$ cat config.mk
export PLATFORM = sky130hd
export DESIGN_NAME = eic_front_end
export DESIGN_NICKNAME = d
export VERILOG_FILES = /design/src/hw/eic_pkg.sv /design/src/hw/eic_front_end.sv
export SDC_FILE = /design/constraint.sdc
export NUM_CORES = 1
export LEC_CHECK = 0
export BUFFER_PORTS_ARGS = -buffer_cell sky130_fd_sc_hd__buf_2
export CAP_MARGIN = 20
export CELL_PAD_IN_SITES_DETAIL_PLACEMENT = 0
export CELL_PAD_IN_SITES_GLOBAL_PLACEMENT = 1
export CORE_ASPECT_RATIO = 1.25
export CORE_UTILIZATION = 35
export CTS_CLUSTER_DIAMETER = 40
export DETAILED_ROUTE_END_ITERATION = 7
export MAX_ROUTING_LAYER = met4
export PLACE_DENSITY_LB_ADDON = 0.1
export SETUP_SLACK_MARGIN = 0.02
export SKIP_CTS_REPAIR_TIMING = 1
export SLEW_MARGIN = 20
export SYNTH_ARGS = -nofsm -noshare
export SYNTH_HDL_FRONTEND = slang
export SYNTH_SLANG_ARGS = --single-unit
$ cat constraint.sdc
create_clock -name clock -period 8.75 [get_ports clock]
set_clock_uncertainty 0.2 [all_clocks]
set_input_delay 0 -clock clock [delete_from_list [all_inputs] [get_ports clock]]
set_output_delay 0 -clock clock [all_outputs]
set_load 0.02 [all_outputs]
$ cat src/hw/eic_pkg.sv
// package: constants and types of the two-wire client front end
package eic_pkg;

  // ------------------------------------------------------------------
  // widths and counts
  // ------------------------------------------------------------------
  localparam int unsigned ADDR_W     = 16;
  localparam int unsigned PAGE_W     = 7;
  localparam int unsigned PAGE_BYTES = 128;
  localparam int unsigned CS_W       = 3;
  localparam logic [3:0]  BIT_ACK    = 4'h8;   // count at the ack clock
  localparam logic [7:0]  COUNT_MAX  = 8'h80;  // page buffer saturation

  // ------------------------------------------------------------------
  // control byte field positions
  // ------------------------------------------------------------------
  localparam int unsigned RW_POS   = 0;
  localparam int unsigned CS_LSB   = 1;
  localparam int unsigned TYPE_LSB = 4;

  // device type code, arbitrary neutral value
  localparam logic [3:0] TYPE_CODE_DFLT = 4'h5;

  // ------------------------------------------------------------------
  // values after reset
  // ------------------------------------------------------------------
  localparam logic              LINE_RST = 1'b1;  // idle bus is high
  localparam logic [ADDR_W-1:0] PTR_RST  = 16'h0000;

  // ------------------------------------------------------------------
  // transfer phases
  // ------------------------------------------------------------------
  typedef enum logic [2:0] {
    PH_IDLE   = 3'b000,
    PH_CTRL   = 3'b001,
    PH_ADDR_H = 3'b010,
    PH_ADDR_L = 3'b011,
    PH_WDATA  = 3'b100,
    PH_RDATA  = 3'b101,
    PH_IGNORE = 3'b110
  } eic_phase_t;

  // synchroniser stages for the pins
  typedef struct packed {
    logic            scl_m;
    logic            scl_s;
    logic            scl_p;
    logic            sda_m;
    logic            sda_s;
    logic            sda_p;
    logic            wp_m;
    logic            wp_s;
    logic [CS_W-1:0] cs_m;
    logic [CS_W-1:0] cs_s;
  } eic_sync_t;

  // state of the front end, apart from the page buffer and its read register
  typedef struct packed {
    eic_sync_t         sy;
    eic_phase_t        phase;
    logic [3:0]        cnt;
    logic [7:0]        shift;
    logic [7:0]        tx;
    logic              ack_pend;
    logic [ADDR_W-1:0] ptr;
    logic [ADDR_W-1:0] start;
    logic [7:0]        count;
    logic              sda_oe;
    logic              rd_req;
    logic [ADDR_W-1:0] rd_addr;
    logic              commit;
    logic [ADDR_W-1:0] commit_addr;
    logic [7:0]        commit_count;
    logic              blocked;
    logic              buf_wr;
    logic [PAGE_W-1:0] buf_idx;
    logic [7:0]        buf_data;
  } eic_state_t;

endpackage

$ cat src/hw/eic_front_end.sv
// module: two-wire client front end of a serial memory
//
// Overview of operation
// - selected only when all chip-select bits match
// - data line only pulled low or released
// - data changes only while clock low
// - write-inhibit high blocks writes, reads unaffected
// - data falling while clock high is start
// - data rising while clock high is stop
// - one bit per clock, sampled clock high
// - overflow keeps last 128 bytes, oldest overwritten
// - every address and data byte acknowledged on ninth clock
// - control byte not acknowledged while programming busy
// - acknowledge holds data low whole clock high
// - host nack on last read byte, line released
// - control byte: type code, then chip selects
// - last control bit: one read, zero write
// - matching control byte acked, mode entered
// - two address bytes follow, high byte first
// - write-inhibit sampled at the ending stop
// - page writes step only low seven pointer bits
`timescale 1ns/10ps
`default_nettype none

module eic_front_end #(
  parameter logic [3:0] TYPE_CODE = eic_pkg::TYPE_CODE_DFLT  // arbitrary value
) (
  input  wire logic                         clock,
  input  wire logic                         reset,
  input  wire logic                         scl_in,
  input  wire logic                         sda_in,
  output logic                              sda_out,
  output logic                              sda_oe,
  input  wire logic                         chip_sel_in0,
  input  wire logic                         chip_sel_in1,
  input  wire logic                         chip_sel_in2,
  input  wire logic                         write_inhibit_in,
  input  wire logic                         prog_busy_in,
  output logic                              rd_req,
  output logic [eic_pkg::ADDR_W-1:0]        rd_addr,
  input  wire logic [7:0]                   rd_data,
  output logic                              commit,
  output logic [eic_pkg::ADDR_W-1:0]        commit_addr,
  output logic [7:0]                        commit_count,
  output logic                              write_blocked,
  input  wire logic [eic_pkg::PAGE_W-1:0]   buf_rd_idx,
  output logic [7:0]                        buf_rd_data
);
  import eic_pkg::*;

  // ------------------------------------------------------------------
  // state and page buffer
  // ------------------------------------------------------------------
  eic_state_t q;
  eic_state_t d;
  logic [7:0] page_mem [0:PAGE_BYTES-1];
  logic [7:0] buf_rd_q;

  // bus events seen through the synchronised lines
  logic       scl_rise;
  logic       scl_fall;
  logic       start_c;
  logic       stop_c;

  // step the low page bits only, upper bits stay put
  function automatic logic [ADDR_W-1:0] page_step(input logic [ADDR_W-1:0] a);
    page_step = {a[ADDR_W-1:PAGE_W], a[PAGE_W-1:0] + 7'h01};
  endfunction

  // ------------------------------------------------------------------
  // line conditions
  // ------------------------------------------------------------------
  // edges of the clock line, second stage against its delayed copy
  assign scl_rise = q.sy.scl_s & ~q.sy.scl_p;
  assign scl_fall = ~q.sy.scl_s & q.sy.scl_p;
  // data edges while the clock stays high
  assign start_c  = q.sy.scl_s & q.sy.scl_p & q.sy.sda_p & ~q.sy.sda_s;
  assign stop_c   = q.sy.scl_s & q.sy.scl_p & ~q.sy.sda_p & q.sy.sda_s;

  // ------------------------------------------------------------------
  // next state
  // ------------------------------------------------------------------
  always_comb begin
    logic [7:0] byte_v;
    logic       type_ok;
    logic       cs_ok;
    byte_v  = 8'h00;
    type_ok = 1'b0;
    cs_ok   = 1'b0;
    d       = q;

    // pulses last one cycle
    d.rd_req  = 1'b0;
    d.commit  = 1'b0;
    d.blocked = 1'b0;
    d.buf_wr  = 1'b0;

    // two-stage synchronisers, then a delayed copy for edges
    d.sy.scl_m = scl_in;
    d.sy.scl_s = q.sy.scl_m;
    d.sy.scl_p = q.sy.scl_s;
    d.sy.sda_m = sda_in;
    d.sy.sda_s = q.sy.sda_m;
    d.sy.sda_p = q.sy.sda_s;
    d.sy.wp_m  = write_inhibit_in;
    d.sy.wp_s  = q.sy.wp_m;
    d.sy.cs_m  = {chip_sel_in2, chip_sel_in1, chip_sel_in0};
    d.sy.cs_s  = q.sy.cs_m;

    if (start_c) begin
      // restart control byte reception from any phase
      d.phase    = PH_CTRL;
      d.cnt      = 4'h0;
      d.ack_pend = 1'b0;
      d.sda_oe   = 1'b0;
    end else if (stop_c) begin
      // a stop ends the operation; page write commits here
      if (q.phase == PH_WDATA && q.count != 8'h00) begin
        if (q.sy.wp_s) begin
          d.blocked = 1'b1;
        end else begin
          d.commit       = 1'b1;
          d.commit_addr  = q.start;
          d.commit_count = q.count;
        end
      end
      d.phase    = PH_IDLE;
      d.cnt      = 4'h0;
      d.ack_pend = 1'b0;
      d.sda_oe   = 1'b0;
    end else if (q.phase == PH_IDLE || q.phase == PH_IGNORE) begin
      // released and deaf until the next start or stop
      d.sda_oe = 1'b0;
    end else if (scl_rise) begin
      if (q.cnt == BIT_ACK) begin
        // ninth clock: ack bit, from us or from the host
        d.cnt      = 4'h0;
        d.ack_pend = 1'b0;
        if (q.phase == PH_RDATA) begin
          if (!q.ack_pend && q.sy.sda_s) begin
            d.phase = PH_IGNORE;
          end else begin
            d.tx  = rd_data;
            d.ptr = q.ptr + 16'h0001;
          end
        end
      end else begin
        // one data bit per clock, taken while the clock is high
        byte_v  = {q.shift[6:0], q.sy.sda_s};
        d.shift = byte_v;
        d.cnt   = q.cnt + 4'h1;
        if (q.cnt == 4'h7) begin
          // byte complete: decode by phase
          case (q.phase)
            PH_CTRL: begin
              type_ok = byte_v[7:TYPE_LSB] == TYPE_CODE;
              cs_ok   = byte_v[TYPE_LSB-1:CS_LSB] == q.sy.cs_s;
              if (type_ok && cs_ok && !prog_busy_in) begin
                d.ack_pend = 1'b1;
                if (byte_v[RW_POS]) begin
                  d.phase   = PH_RDATA;
                  d.rd_req  = 1'b1;
                  d.rd_addr = q.ptr;
                end else begin
                  d.phase = PH_ADDR_H;
                end
              end else begin
                d.phase = PH_IGNORE;
              end
            end
            PH_ADDR_H: begin
              d.ptr[15:8] = byte_v;
              d.ack_pend  = 1'b1;
              d.phase     = PH_ADDR_L;
            end
            PH_ADDR_L: begin
              d.ptr[7:0] = byte_v;
              d.start    = {q.ptr[15:8], byte_v};
              d.count    = 8'h00;
              d.ack_pend = 1'b1;
              d.phase    = PH_WDATA;
            end
            PH_WDATA: begin
              // page slot follows the low pointer bits, wraps at 128
              d.buf_wr   = 1'b1;
              d.buf_idx  = q.ptr[PAGE_W-1:0];
              d.buf_data = byte_v;
              d.ptr      = page_step(q.ptr);
              if (q.count != COUNT_MAX) begin
                d.count = q.count + 8'h01;
              end
              d.ack_pend = 1'b1;
            end
            PH_RDATA: begin
              // fetch the following byte ahead of the host ack
              d.rd_req  = 1'b1;
              d.rd_addr = q.ptr;
            end
            default: begin
              d.phase = PH_IGNORE;
            end
          endcase
        end
      end
    end else if (scl_fall) begin
      // the line only changes while the clock is low
      if (q.cnt == BIT_ACK) begin
        d.sda_oe = q.ack_pend;
      end else if (q.phase == PH_RDATA) begin
        d.sda_oe = ~q.tx[7];
        d.tx     = {q.tx[6:0], 1'b0};
      end else begin
        d.sda_oe = 1'b0;
      end
    end
  end

  // ------------------------------------------------------------------
  // state register
  // ------------------------------------------------------------------
  always_ff @(posedge clock or posedge reset) begin
    if (reset) begin
      q              <= '0;
      q.sy.scl_m     <= LINE_RST;
      q.sy.scl_s     <= LINE_RST;
      q.sy.scl_p     <= LINE_RST;
      q.sy.sda_m     <= LINE_RST;
      q.sy.sda_s     <= LINE_RST;
      q.sy.sda_p     <= LINE_RST;
      q.phase        <= PH_IDLE;
      q.ptr          <= PTR_RST;
    end else begin
      q <= d;
    end
  end

  // ------------------------------------------------------------------
  // page buffer
  // ------------------------------------------------------------------
  // storage holds no control state, so it takes no reset
  always_ff @(posedge clock) begin
    if (q.buf_wr) begin
      page_mem[q.buf_idx] <= q.buf_data;
    end
  end

  // registered read port for the array controller
  always_ff @(posedge clock or posedge reset) begin
    if (reset) begin
      buf_rd_q <= 8'h00;
    end else begin
      buf_rd_q <= page_mem[buf_rd_idx];
    end
  end

  // ------------------------------------------------------------------
  // outputs
  // ------------------------------------------------------------------
  // open drain: the level driven is always low
  assign sda_out       = 1'b0;
  assign sda_oe        = q.sda_oe;
  assign rd_req        = q.rd_req;
  assign rd_addr       = q.rd_addr;
  assign commit        = q.commit;
  assign commit_addr   = q.commit_addr;
  assign commit_count  = q.commit_count;
  assign write_blocked = q.blocked;
  assign buf_rd_data   = buf_rd_q;

endmodule

`default_nettype wire

== After elaboration in Yosys (flattened, before gate mapping) ==
Memories as Yosys holds them, arrays and structs flattened. A register that Yosys moved wholly into a read port is not among the register bits.
Cells that the tools add are included.
Storage, ports and cells
  bits of input ports: 24
  bits in registers: 138
  memory bits (writable): 1024
  memories kept: 1
Memory list
  page_mem: words 128, bits a word 8, read ports 1, clocked after memory_dff 1, wr ports 1, line eic_front_end.sv:56  | logic [7:0] page_mem [0:PAGE_BYTES-1];
Operators by class
  equality and inequality tests: 26
  $add $sub $neg: 4
  multiplexer cells: 62
  bitwise logic cells: 17
  reduce and logical (&&, ||, !) cells: 36
Operators by type and width (count)
  two-way mux 16 bit: 9
  two-way mux 17 bit: 8
  two-way mux 41 bit: 2
  two-way mux 8 bit: 10
  two-way mux 64 bit: 1
  two-way mux 59 bit: 1
  two-way mux 26 bit: 2
  one-hot mux 17 bit (2 select lines): 1
  one-hot mux 8 bit (2 select lines): 2
  AND reduction 8 bit: 4
  two-way mux 25 bit: 1
  two-way mux 24 bit: 1
  two-way mux 7 bit: 3
  AND reduction 9 bit: 2
  adder 16 x 1 -> 16 bit (second input constant): 1
  two-way mux 15 bit: 1
  two-way mux 3 bit: 5
  AND reduction 7 bit: 2
  two-way mux 1 bit: 13
  one-hot mux 3 bit (4 select lines): 1
  nonzero test 2 bit: 6
  inequality test 2 bit (second input constant): 5
  inverter 1 bit: 10
  AND reduction 5 bit: 2
  other kinds (30): 52

== Logic depth before layout (Yosys ltp) ==
Gate-level depths: netlist of the first run.
  depth after elaboration: 11
  depth in mapped cells: 9
  gate-level depth less buffers: 7

== Worst setup path after synthesis of the first run ==
No wires, ideal clock.
  path kind: flip-flop to flip-flop
  start point: register q (netlist bit d[135])
  end point: register q[68] in the netlist's numbering
  arrival time: 2.406 ns
  cell stages (with the launch flop): 7
  path slack: 6.019 ns
  library setup time: 0.125 ns
  required time: 8.425 ns
  period minus slack after synthesis: 2.731 ns
  cell sequence: dfstp_2 -> ha_1 -> clkbuf_1 -> o221ai_1 -> nor3_1 -> buf_2 -> mux2_2
Between the ends
  word-level cells in the longest chain between the ends: 5
  elaborated cells on any way between the ends: 9
  those cells by class: 8 x bitwise; 1 x reduce/logical
Ends and longest elaborated chain
  from (decl): line eic_front_end.sv:54  | eic_state_t q;
  AND 1 bit: line eic_front_end.sv:77, eic_front_end.sv:78
  AND 1 bit (on tied branches) (2 in a row): line eic_front_end.sv:78, eic_front_end.sv:77
  inverter 1 bit (no line)
  AND reduction 7 bit (no line) (*)
Every way passes the cells marked *; elsewhere a longest branch is shown, timed or not.
A chain may end at the register's enable or synchronous reset.

==> flow_metrics.tcl, run 1 <==
set metrics [dict create \
    tightest_slew_ns 1.108 \
    cp_data_required_time_ns 9.20 \
    postLayoutSetupSlackWorst_ns 5.227 \
    synth_fp_nets 2227 \
    grt_pass1_wl_um 172000 \
    gp_congestion 0.7420 \
    rrSetupSlack_ns 5.31 \
    synth_cells 2195 \
    post_synth_num_cell_types 60 \
    rows 148 \
    cts_buffers 148 \
    first_global_vias 23320 \
    tns_ns 0 \
    synth.avg_cell_area_um2 20.99 \
    cts.reportedPaths.clkPinSlew_ns 0.06 \
    hold_path_depth 3 \
    drc_errors 0 \
    num_vias 22130 \
    antenna_left 0 \
    clock_sinks 1169 \
    yosys_warnings 0 \
    cts_tree "yes" \
    period_minus_slack_ns 3.523 \
    io_pins 77 \
    h-tree-depth 4 \
    place_ws_ns 4.843 \
    dieHeight_um 407.6 \
    cts-root-buf "clkbuf_16" \
    post_dp_cell_area_um2 48530 \
    rsz0062_at_grt "no" \
    grt-ovfl-total 0 \
    drt_iter0_drc 1853 \
    ys_seq_area_frac 0.7464 \
    setup_viol 0 \
    initial_core_util 0.3534 \
    reg2reg_to "page_mem[65][5]" \
    p_leak_nw 17.69 \
    hold_violations 0 \
    clkLatencyLatePin_ns 0.77 \
    status "finished clean" \
    ys_ff_latch 1169 \
    ys.flop_type "edfxtp_1" \
    wire_per_inst_um 28.16 \
    crit_type "primary input to register" \
    fin_area_um2 53930 \
    critPathCaptureType "register" \
    grt_start_max_net_pins 110 \
    core_area_um2 130400 \
    drive_gt1_frac 0.3451 \
    netlist_area_um2 46070 \
    track_usage 0.1869 \
    fill_cells 11600 \
    worstReg2RegStart "q[8]" \
    synth_edf_count 1024 \
    antenna_found_initial 5 \
    clock_path_buffers 3 \
    cp.arrival_ns 3.98 \
    slew_headroom 0.2589 \
    min_from "buf_rd_idx[3]" \
    dr.pass1.iters 5 \
    peakVddDrop_v 0.0001832 \
    hpwlAfterDp_um 70890 \
    holdPathEnd "buf_rd_data[7]" \
    fin_crit_sh 0.4026 \
    async_reset_ff_frac 0.1240 \
    clock.fmax_mhz 283.9 \
    p_total_mw 12.53 \
    area_growth_pct 17.06 \
    hold_path_class "primary input to register" \
    die_w_um 326.5 \
    viasPerCell 5.240 \
    maxCapViolations 0 \
    synth_top_cell_by_area "edfxtp_1" \
    die_area_um2 133100 \
    synth_top_area_frac 0.6674 \
    p_per_area_nw_per_um2 232.3 \
    cp_max_fo 62 \
    start_kind "primary input" \
    fin_util 0.4137 \
    rr_worst_depth 2 \
    wl_um 119000 \
    io_buffers 75 \
    slew_viol_final 0 \
    synthTopCellsByArea "edfxtp_1 (67%), mux4_2 (16%), dfrtp_1 (7.6%)" \
    nets 2404 \
]
## cells by family (layout without fill, tap and decap cells)
logic type                 after synthesis  count (layout)  share of synthesized area
DFF                                   1169            1169                     0.7464
muxes                                  429             429                     0.1868
and+or+nand+nor                        296             296                    0.02833
buffers and inverters                  169             472                    0.01871
AOI/OAI and AO/OA                      116             116                    0.01621
adders and majority gates                8               8                   0.002173
xor gates and xnor gates                 7               7                   0.001331
other                                    1               2                 0.00008140
## critical path, stage by stage
cell	delay (ns)
buf_8	0.56
buf_4	0.86
mux4_2	0.62
mux4_2	0.54
mux4_2	0.48
mux2_2	0.27
dlygate4sd3_1	0.56
## Yosys cell counts (3+ instances only)
cell / instances
a211o_1: 3
a21oi_1: 22
a22oi_1: 3
a311oi_1: 3
a31oi_1: 10
a32oi_1: 3
and3_1: 7
buf_1: 22
buf_2: 23
buf_4: 43
buf_6: 5
clkbuf_1: 62
dfrtp_1: 139
dfstp_2: 6
edfxtp_1: 1024
ha_1: 8
inv_1: 14
mux2_2: 86
mux2i_1: 7
mux4_2: 336
nand2_1: 55
nand2b_1: 9
nand3_1: 24
nand3b_1: 3
nand4_1: 6
nor2_1: 153
nor2b_1: 11
nor3_1: 13
o2111ai_1: 4
o21ai_0: 39
o221ai_1: 3
o22a_1: 4
o31ai_1: 3
or2_2: 3
xnor2_1: 4
xor2_1: 3
## how the worst max path moves through the flow
stage                        startpoint  cells after the start               to
after floorplan                   reset                      1   buf_rd_data[0]
after global routing      buf_rd_idx[0]                      7   buf_rd_data[0]
after global placement    buf_rd_idx[0]                      6   buf_rd_data[0]
final                     buf_rd_idx[0]                      7   buf_rd_data[0]
after CTS                          q[8]                      2  page_mem[57][5]
after detailed placement  buf_rd_idx[0]                      6   buf_rd_data[6]
## power breakdown
part           internal (mW)  switching, mW
Sequential              6.03         0.0717
Clock                   3.59           2.50
Combinational          0.150          0.184
## sequential cells by signal, summed over array words and instances, names as in the netlist
name / flops
commit_addr: 16
q: 85
buf_rd_data: 8
d: 8
rd_addr: 16
commit_count: 8
commit: 1
page_mem: 1024
rd_req: 1
write_blocked: 1
sda_oe: 1
## area by class of cell
| type | count | area, um^2 | share of cell area |
|---|---|---|---|
| antenna | 1 | 2.502 | 0.00004640 |
| clock buffer | 172 | 3845 | 0.07130 |
| multi-input combinational | 857 | 10940 | 0.2029 |
| clock inverter | 104 | 1136 | 0.02107 |
| sequential | 1169 | 34420 | 0.6382 |
| tap | 1725 | 2158 | 0.04002 |
| timing repair buffer | 182 | 1370 | 0.02540 |
| inverter | 14 | 57.56 | 0.001067 |
## stage by stage
stage	cells	hold WS (ns)
6_report	4224	0.02643
4_1_cts	4185	-0.9439
2_1_floorplan	2195	-0.1955
3_5_place_dp	3909	-0.09163
3_3_place_gp	3903	-0.09484
5_1_grt	4224	0.04871
## layout by cell type (no fill, tap or decap), types with 20 or more instances in the layout
| cell | synthesis | final |
|---|---|---|
| dfrtp_1 | 139 | 131 |
| clkbuf_16 | 0 | 149 |
| dlygate4sd3_1 | 0 | 36 |
| o21ai_0 | 39 | 39 |
| clkbuf_1 | 62 | 20 |
| mux2_2 | 86 | 86 |
| clkinv_2 | 0 | 20 |
| mux4_2 | 336 | 336 |
| inv_6 | 0 | 22 |
| nor2_1 | 153 | 140 |
| nand2_1 | 55 | 55 |
| nand3_1 | 24 | 22 |
| edfxtp_1 | 1024 | 1024 |
| buf_2 | 23 | 71 |
| buf_4 | 43 | 64 |
| a21oi_1 | 22 | 22 |
## per-layer routing
| metal | up-vias | GRT usage | wire, um |
|---|---|---|---|
| li1 | 9397 | - | - |
| met1 | 12030 | 0.2363 | 49800 |
| met2 | 542 | 0.3073 | 61610 |
| met3 | 164 | 0.03550 | 5063 |
| met4 | 0 | 0.05116 | 2493 |
| met5 | - | - | 0 |
Note: power is estimated with default switching activity, not from simulation.
==> run 2: changes to the inputs <==
==> constraint.sdc (replaced) <==
create_clock -name clock -period 3.6 [get_ports clock]
set_clock_uncertainty 0.2 [all_clocks]
set_input_delay 0 -clock clock [delete_from_list [all_inputs] [get_ports clock]]
set_output_delay 0 -clock clock [all_outputs]
set_load 0.02 [all_outputs]
==> run 2 against run 1 <==
  * Largest power group is now the clock network
  * Register-to-register slack got worse by 4.9 ns
  * Count of clock-buffer cells in the layout is 5 higher
  * The run now ends with negative hold slack left
  * Routed wire length increased by 0.70%
  * Utilization grew 1.0 points
  * Design area is 2.5% higher
  * Clock power increased by 150%
  * Flip-flop and latch count unchanged
  * Worst hold slack got worse by 0.027 ns
  * Final cell count up 3.4%
  * Die area did not move
==> flow_metrics.tcl, run 2 (synthesized netlist as in run 1, its figures left out) <==
set metrics [dict create \
    status "finished with violations" \
    violations "negative hold slack" \
    whs_ns -0.0007821 \
    reg_top3 "page_mem (1024), q (85)" \
    timing.critical_path.mode_cell "mux4_2" \
    nets 2554 \
    top_register "page_mem" \
    p_leak_nw 18.55 \
    critPathMaxStageDelay_ns 0.58 \
    grt-ovfl-total 0 \
    core_area_um2 130400 \
    antenna_found_initial 3 \
    slew_headroom 0.2937 \
    wire_per_inst_um 27.42 \
    dieHeight_um 407.6 \
    io_pins 77 \
    cp_data_required_time_ns 4.04 \
    grt_start_max_net_pins 146 \
    area_growth_pct 19.96 \
    cts_tree "yes" \
    initial_core_util 0.3534 \
    cpLargestDelayFamily "multiplexers" \
    cpMaxStageDelayCell "mux4_2" \
    period_minus_slack_ns 3.147 \
    first_global_vias 23820 \
    grt_pass1_wl_um 174100 \
    hold_violations 1 \
    clkLatencyLatePin_ns 0.76 \
    drive_gt1_frac 0.3726 \
    num_vias 22880 \
    cts_buffers 150 \
    die_w_um 326.5 \
    layout_common_cells "edfxtp_1 (1024), mux4_2 (336), buf_4 (195)" \
    tns_ns 0 \
    clock.fmax_mhz 317.7 \
    clock_path_buffers 3 \
    rrSetupSlack_ns 0.45 \
    worstReg2RegStart "page_mem[77][4]" \
    crit_type "register to register" \
    maxCapViolations 0 \
    p_per_area_nw_per_um2 556.7 \
    rsz0062_at_grt "no" \
    cp_max_fo 1 \
    setup_viol 0 \
    drt_iter0_drc 1685 \
    io_buffers 75 \
    p_total_mw 30.77 \
    crit_start "page_mem[77][4]" \
    tightest_slew_ns 1.059 \
    antenna_left 0 \
    clock_sinks 1169 \
    hpwlAfterDp_um 76260 \
    mostFrequentLayoutCell "edfxtp_1" \
    hold_path_class "primary input to register" \
    h-tree-depth 4 \
    cts-root-buf "clkbuf_16" \
    largest_reg_flops 1024 \
    cts.reportedPaths.clkPinSlew_ns 0.06 \
    viasPerCell 5.236 \
    peakVddDrop_v 0.0005428 \
    start_kind "register" \
    gp_congestion 0.7781 \
    fin_util 0.4239 \
    critPathCaptureType "register" \
    wl_um 119800 \
    min_from "buf_rd_idx[3]" \
    dr.pass1.iters 5 \
    die_area_um2 133100 \
    crit_chain "mux4_2 -> mux4_2 -> mux4_2 -> mux2_2 -> dlygate4sd3_1" \
    cp.arrival_ns 3.59 \
    cp_num_buf_inv 1 \
    track_usage 0.1879 \
    fin_crit_sh 0.8743 \
    drc_errors 0 \
    fill_cells 11530 \
    slew_viol_final 0 \
    rows 148 \
]
[run 2: area by class of cell]
class	count	area (um^2)	share of cell area
Antenna cell	3	7.507	0.0001358
Tap cell	1725	2158	0.03905
Inverter	14	56.30	0.001019
Sequential cell	1169	34420	0.6227
Timing Repair Buffer	330	2730	0.04940
Multi-Input combinational cell	857	10850	0.1963
Clock buffer	177	4024	0.07281
Clock inverter	94	1022	0.01850
[run 2: path summary, 6_finish.rpt]
path / to / depth (start not counted)
hold / removal: buf_rd_data[1] / 3
max in group asynchronous: q[0] / 5
setup reg to reg: buf_rd_data[4] / 5
setup / recovery: buf_rd_data[4] / 5
hold reg to reg: q[125] / 0
min in group asynchronous: q[105] / 5
[run 2: where the power goes]
group	total (mW)	internal [mW]	leakage, nW	switching (mW)
Combinational	0.936	0.440	4.82	0.496
Sequential	14.8	14.7	11.3	0.136
Clock	15.0	9.15	2.42	5.89
[run 2: through the flow]
stage | setup slack [ns] | cell area [um^2] | cells | hold slack (ns)
2_1_floorplan | 0.8695 | 46070 | 2195 | -0.1955
4_1_cts | 0.5872 | 54900 | 4330 | -0.9328
3_5_place_dp | 0.5046 | 49850 | 4059 | -0.08820
3_3_place_gp | 0.4958 | 49850 | 4059 | -0.09302
5_1_grt | 0.4071 | 55260 | 4368 | 0.002068
6_report | 0.4527 | 55260 | 4369 | -0.0007821
[run 2: metal layers]
layer  global-route usage  wire length, um
met4              0.04995             2110
met2               0.3054            60590
met5                    -                0
met1               0.2446            52200
met3              0.03078             4907
[run 2: tightest hold or removal path, cell delays in order]
cell and delay [ns]:
buf_2 0.34, mux4_2 0.45, mux2_2 0.14
==> run 3: changes to the inputs <==
--- a/config.mk
+++ b/config.mk
@@ -5,6 +5,7 @@
 export SDC_FILE = /design/constraint.sdc
 export NUM_CORES = 1
 export LEC_CHECK = 0
+export ABC_AREA = 1
 export BUFFER_PORTS_ARGS = -buffer_cell sky130_fd_sc_hd__buf_2
 export CAP_MARGIN = 20
 export CELL_PAD_IN_SITES_DETAIL_PLACEMENT = 0
@@ -15,6 +16,7 @@
 export DETAILED_ROUTE_END_ITERATION = 7
 export MAX_ROUTING_LAYER = met4
 export PLACE_DENSITY_LB_ADDON = 0.1
+export REMOVE_ABC_BUFFERS = 1
 export SETUP_SLACK_MARGIN = 0.02
 export SKIP_CTS_REPAIR_TIMING = 1
 export SLEW_MARGIN = 20
==> run 3 against run 2 <==
  * The run still ends with negative hold slack left
  * Non-clock buffer count shrank 105
  * Global-route usage grew 2.5 points
  * Combinational power grew 89%
  * Fmax shrank 5.1%
  * Synthesized cell count grew 96%
  * Highest routed layer unchanged
==> flow_metrics.tcl, run 3 <==
set metrics [dict create \
    tns_ns 0 \
    clock.fmax_mhz 301.4 \
    synth_cells 4302 \
    clock_path_buffers 3 \
    drive_gt1_frac 0.1112 \
    layoutNonFillerInstCount 6362 \
    synth_top_area_frac 0.6358 \
    critPathCaptureType "register" \
    grt_start_max_net_pins 137 \
    fill_cells 13120 \
    cpLargestDelayFamily "buffers and inverters" \
    wl_um 143100 \
    async_reset_ff_frac 0.1240 \
    cp_max_fo 1 \
    n_antenna_cell 0 \
    dr.pass1.iters 5 \
    grt-ovfl-total 0 \
    antenna_found_initial 3 \
    synth_top_cell_by_area "edfxtp_1" \
    cp.arrival_ns 3.78 \
    hold_path_class "primary input to register" \
    synth_edf_count 1024 \
    cts-root-buf "clkbuf_16" \
    track_usage 0.2131 \
    crit_type "register to register" \
    clock_sinks 1169 \
    mostFrequentLayoutCell "nand2_1" \
    tightest_slew_ns 1.060 \
    rsz0062_at_grt "no" \
    pwr-share-seq 0.455 \
    first_global_vias 31650 \
    violations "negative hold slack" \
    die_w_um 334.5 \
    critPathMaxStageDelay_ns 0.55 \
    clkLatencyLatePin_ns 0.78 \
    p_leak_nw 21.38 \
    timing.critical_path.mode_cell "nand2_1" \
    cts.reportedPaths.clkPinSlew_ns 0.05 \
    setup_viol 0 \
    viasPerCell 4.963 \
    regArea_um2 34420 \
    yosys_warnings 0 \
    crit_chain "nand2_1 -> nand3_1 -> nand3_1 -> nand3_1 -> nand2_1 -> nand2_1 -> nand3_1 -> dlygate4sd3_1 -> nand2_1 -> dlygate4sd3_1 -> nand2_1 -> nand2_1 -> dlygate4sd3_1" \
    nets 4419 \
    min_from "buf_rd_idx[2]" \
    gp_congestion 0.8034 \
    die_area_um2 139700 \
    multi_input_area_um2 12120 \
    slew_headroom 0.2910 \
    ys_top_cells_by_count "nand2_1 (1382), edfxtp_1 (1024), nand3_1 (964), nor2_1 (162), dfrtp_1 (139)" \
    hold_violations 2 \
    cpMaxStageDelayCell "dlygate4sd3_1" \
    h-tree-depth 4 \
    cp_num_buf_inv 3 \
    peakVddDrop_v 0.0003135 \
    p_per_area_nw_per_um2 573.0 \
    status "finished with violations" \
    fin_util 0.4131 \
    crit_start "page_mem[107][0]" \
    worstReg2RegStart "page_mem[107][0]" \
    io_pins 77 \
    dieHeight_um 417.6 \
    top_register "page_mem" \
    switching_power_mw 7.536 \
    grt_pass1_wl_um 212700 \
    whs_ns -0.02830 \
    rows 152 \
    period_minus_slack_ns 3.317 \
    area_growth_pct 17.14 \
    ys_ff_latch 1169 \
    io_buffers 75 \
    place_inst 6032 \
    cp_data_required_time_ns 4.06 \
    ys_seq_area_frac 0.7110 \
    drc_errors 0 \
    reg_top3 "page_mem (1024), q (85)" \
    drt_iter0_drc 2283 \
    netlist_area_um2 48360 \
    start_kind "register" \
    initial_core_util 0.3527 \
    cts_buffers 156 \
    slew_viol_final 0 \
    post_synth_num_cell_types 46 \
    synth.avg_cell_area_um2 11.24 \
    synthTopCellsByArea "edfxtp_1 (64%), nand2_1 (11%), nand3_1 (10%)" \
    yosysMostFrequentCell "nand2_1" \
    hpwlAfterDp_um 86630 \
    largest_reg_flops 1024 \
    core_area_um2 137100 \
    p_sw_frac 0.2321 \
    maxCapViolations 0 \
    fin_crit_sh 0.9215 \
    num_vias 31580 \
    clock_power_share 0.491 \
    ys.flop_type "edfxtp_1" \
    layout_common_cells "nand2_1 (1382), edfxtp_1 (1024), nand3_1 (964)" \
    combPwrFrac 0.054 \
    cts_tree "yes" \
    intPower_mw 24.93 \
    wire_per_inst_um 22.49 \
    antenna_left 0 \
]
## run 3: changes by cell type in the layout (fill, tap and decap cells not counted), moves of 10 or more
cell	before	now
a21oi_1	22	9
inv_1	13	89
o21ai_2	0	16
mux2_2	86	0
inv_6	12	22
nand3_1	24	964
o21ai_0	39	97
nor2b_1	11	0
nand2_1	54	1382
buf_4	195	75
mux4_2	336	0
## run 3: path summary, 6_finish.rpt
path / to / cells past startpoint / slack, ns
max: buf_rd_data[0] / 13 / 0.28
min: buf_rd_data[5] / 9 / -0.03
max reg2reg: buf_rd_data[0] / 13 / 0.28
min reg2reg: q[130] / 0 / 0.15
max in group asynchronous: q[5] / 5 / 1.92
min in group asynchronous: q[130] / 4 / 0.28
## run 3: tightest hold or removal path: cells and delay by family
kind | cells | cell delay, ns
AND/OR/NAND/NOR | 8 | 0.66
buffers and inverters | 1 | 0.22
## run 3: kinds of logic after synthesis
family	share of synthesized area
buffers and inverters	0.03837
and+or+nand+nor	0.2271
AOI/OAI and AO/OA	0.02015
DFF	0.7110
other	0.00007754
adders and majority gates	0.002070
xor gates and xnor gates	0.001268
## run 3: through the flow
step	total power [mW]	cell area [um^2]	setup WS, ns
4_1_cts	32.80	56200	0.4679
2_1_floorplan	16.00	46880	-1.261
3_3_place_gp	16.81	50820	0.4930
6_report	32.46	56650	0.2826
5_1_grt	33.55	56650	0.09588
3_5_place_dp	16.81	50820	0.4825
## run 3: area by class of cell
cell class	count	area share
clock inverters	103	0.02226
multi-input cells	2735	0.2140
well taps	1848	0.04082
inverters	100	0.007046
flip-flops and latches	1169	0.6075
repair buffers	225	0.03574
clock buffers	182	0.07264
## run 3: metal layers
| metal | GRT usage | vias to the layer above | routed length (um) | share of wire |
|---|---|---|---|---|
| li1 | - | 15140 | - | - |
| met1 | 0.2686 | 15590 | 62080 | 0.43 |
| met2 | 0.3529 | 632 | 71300 | 0.50 |
| met3 | 0.02915 | 212 | 5617 | 0.039 |
| met4 | 0.07153 | 0 | 4105 | 0.029 |
| met5 | - | - | 0 | 0 |
## run 3: power by group through the flow
| stage | Clock (mW) | Sequential (mW) | Combinational, mW |
|---|---|---|---|
| floorplan | 0 | 15.0 | 0.967 |
| global placement | 0 | 15.0 | 1.77 |
| detailed placement | 0 | 15.0 | 1.76 |
| CTS | 16.3 | 14.8 | 1.77 |
| global route | 16.8 | 14.8 | 1.97 |
| finish | 15.9 | 14.8 | 1.77 |
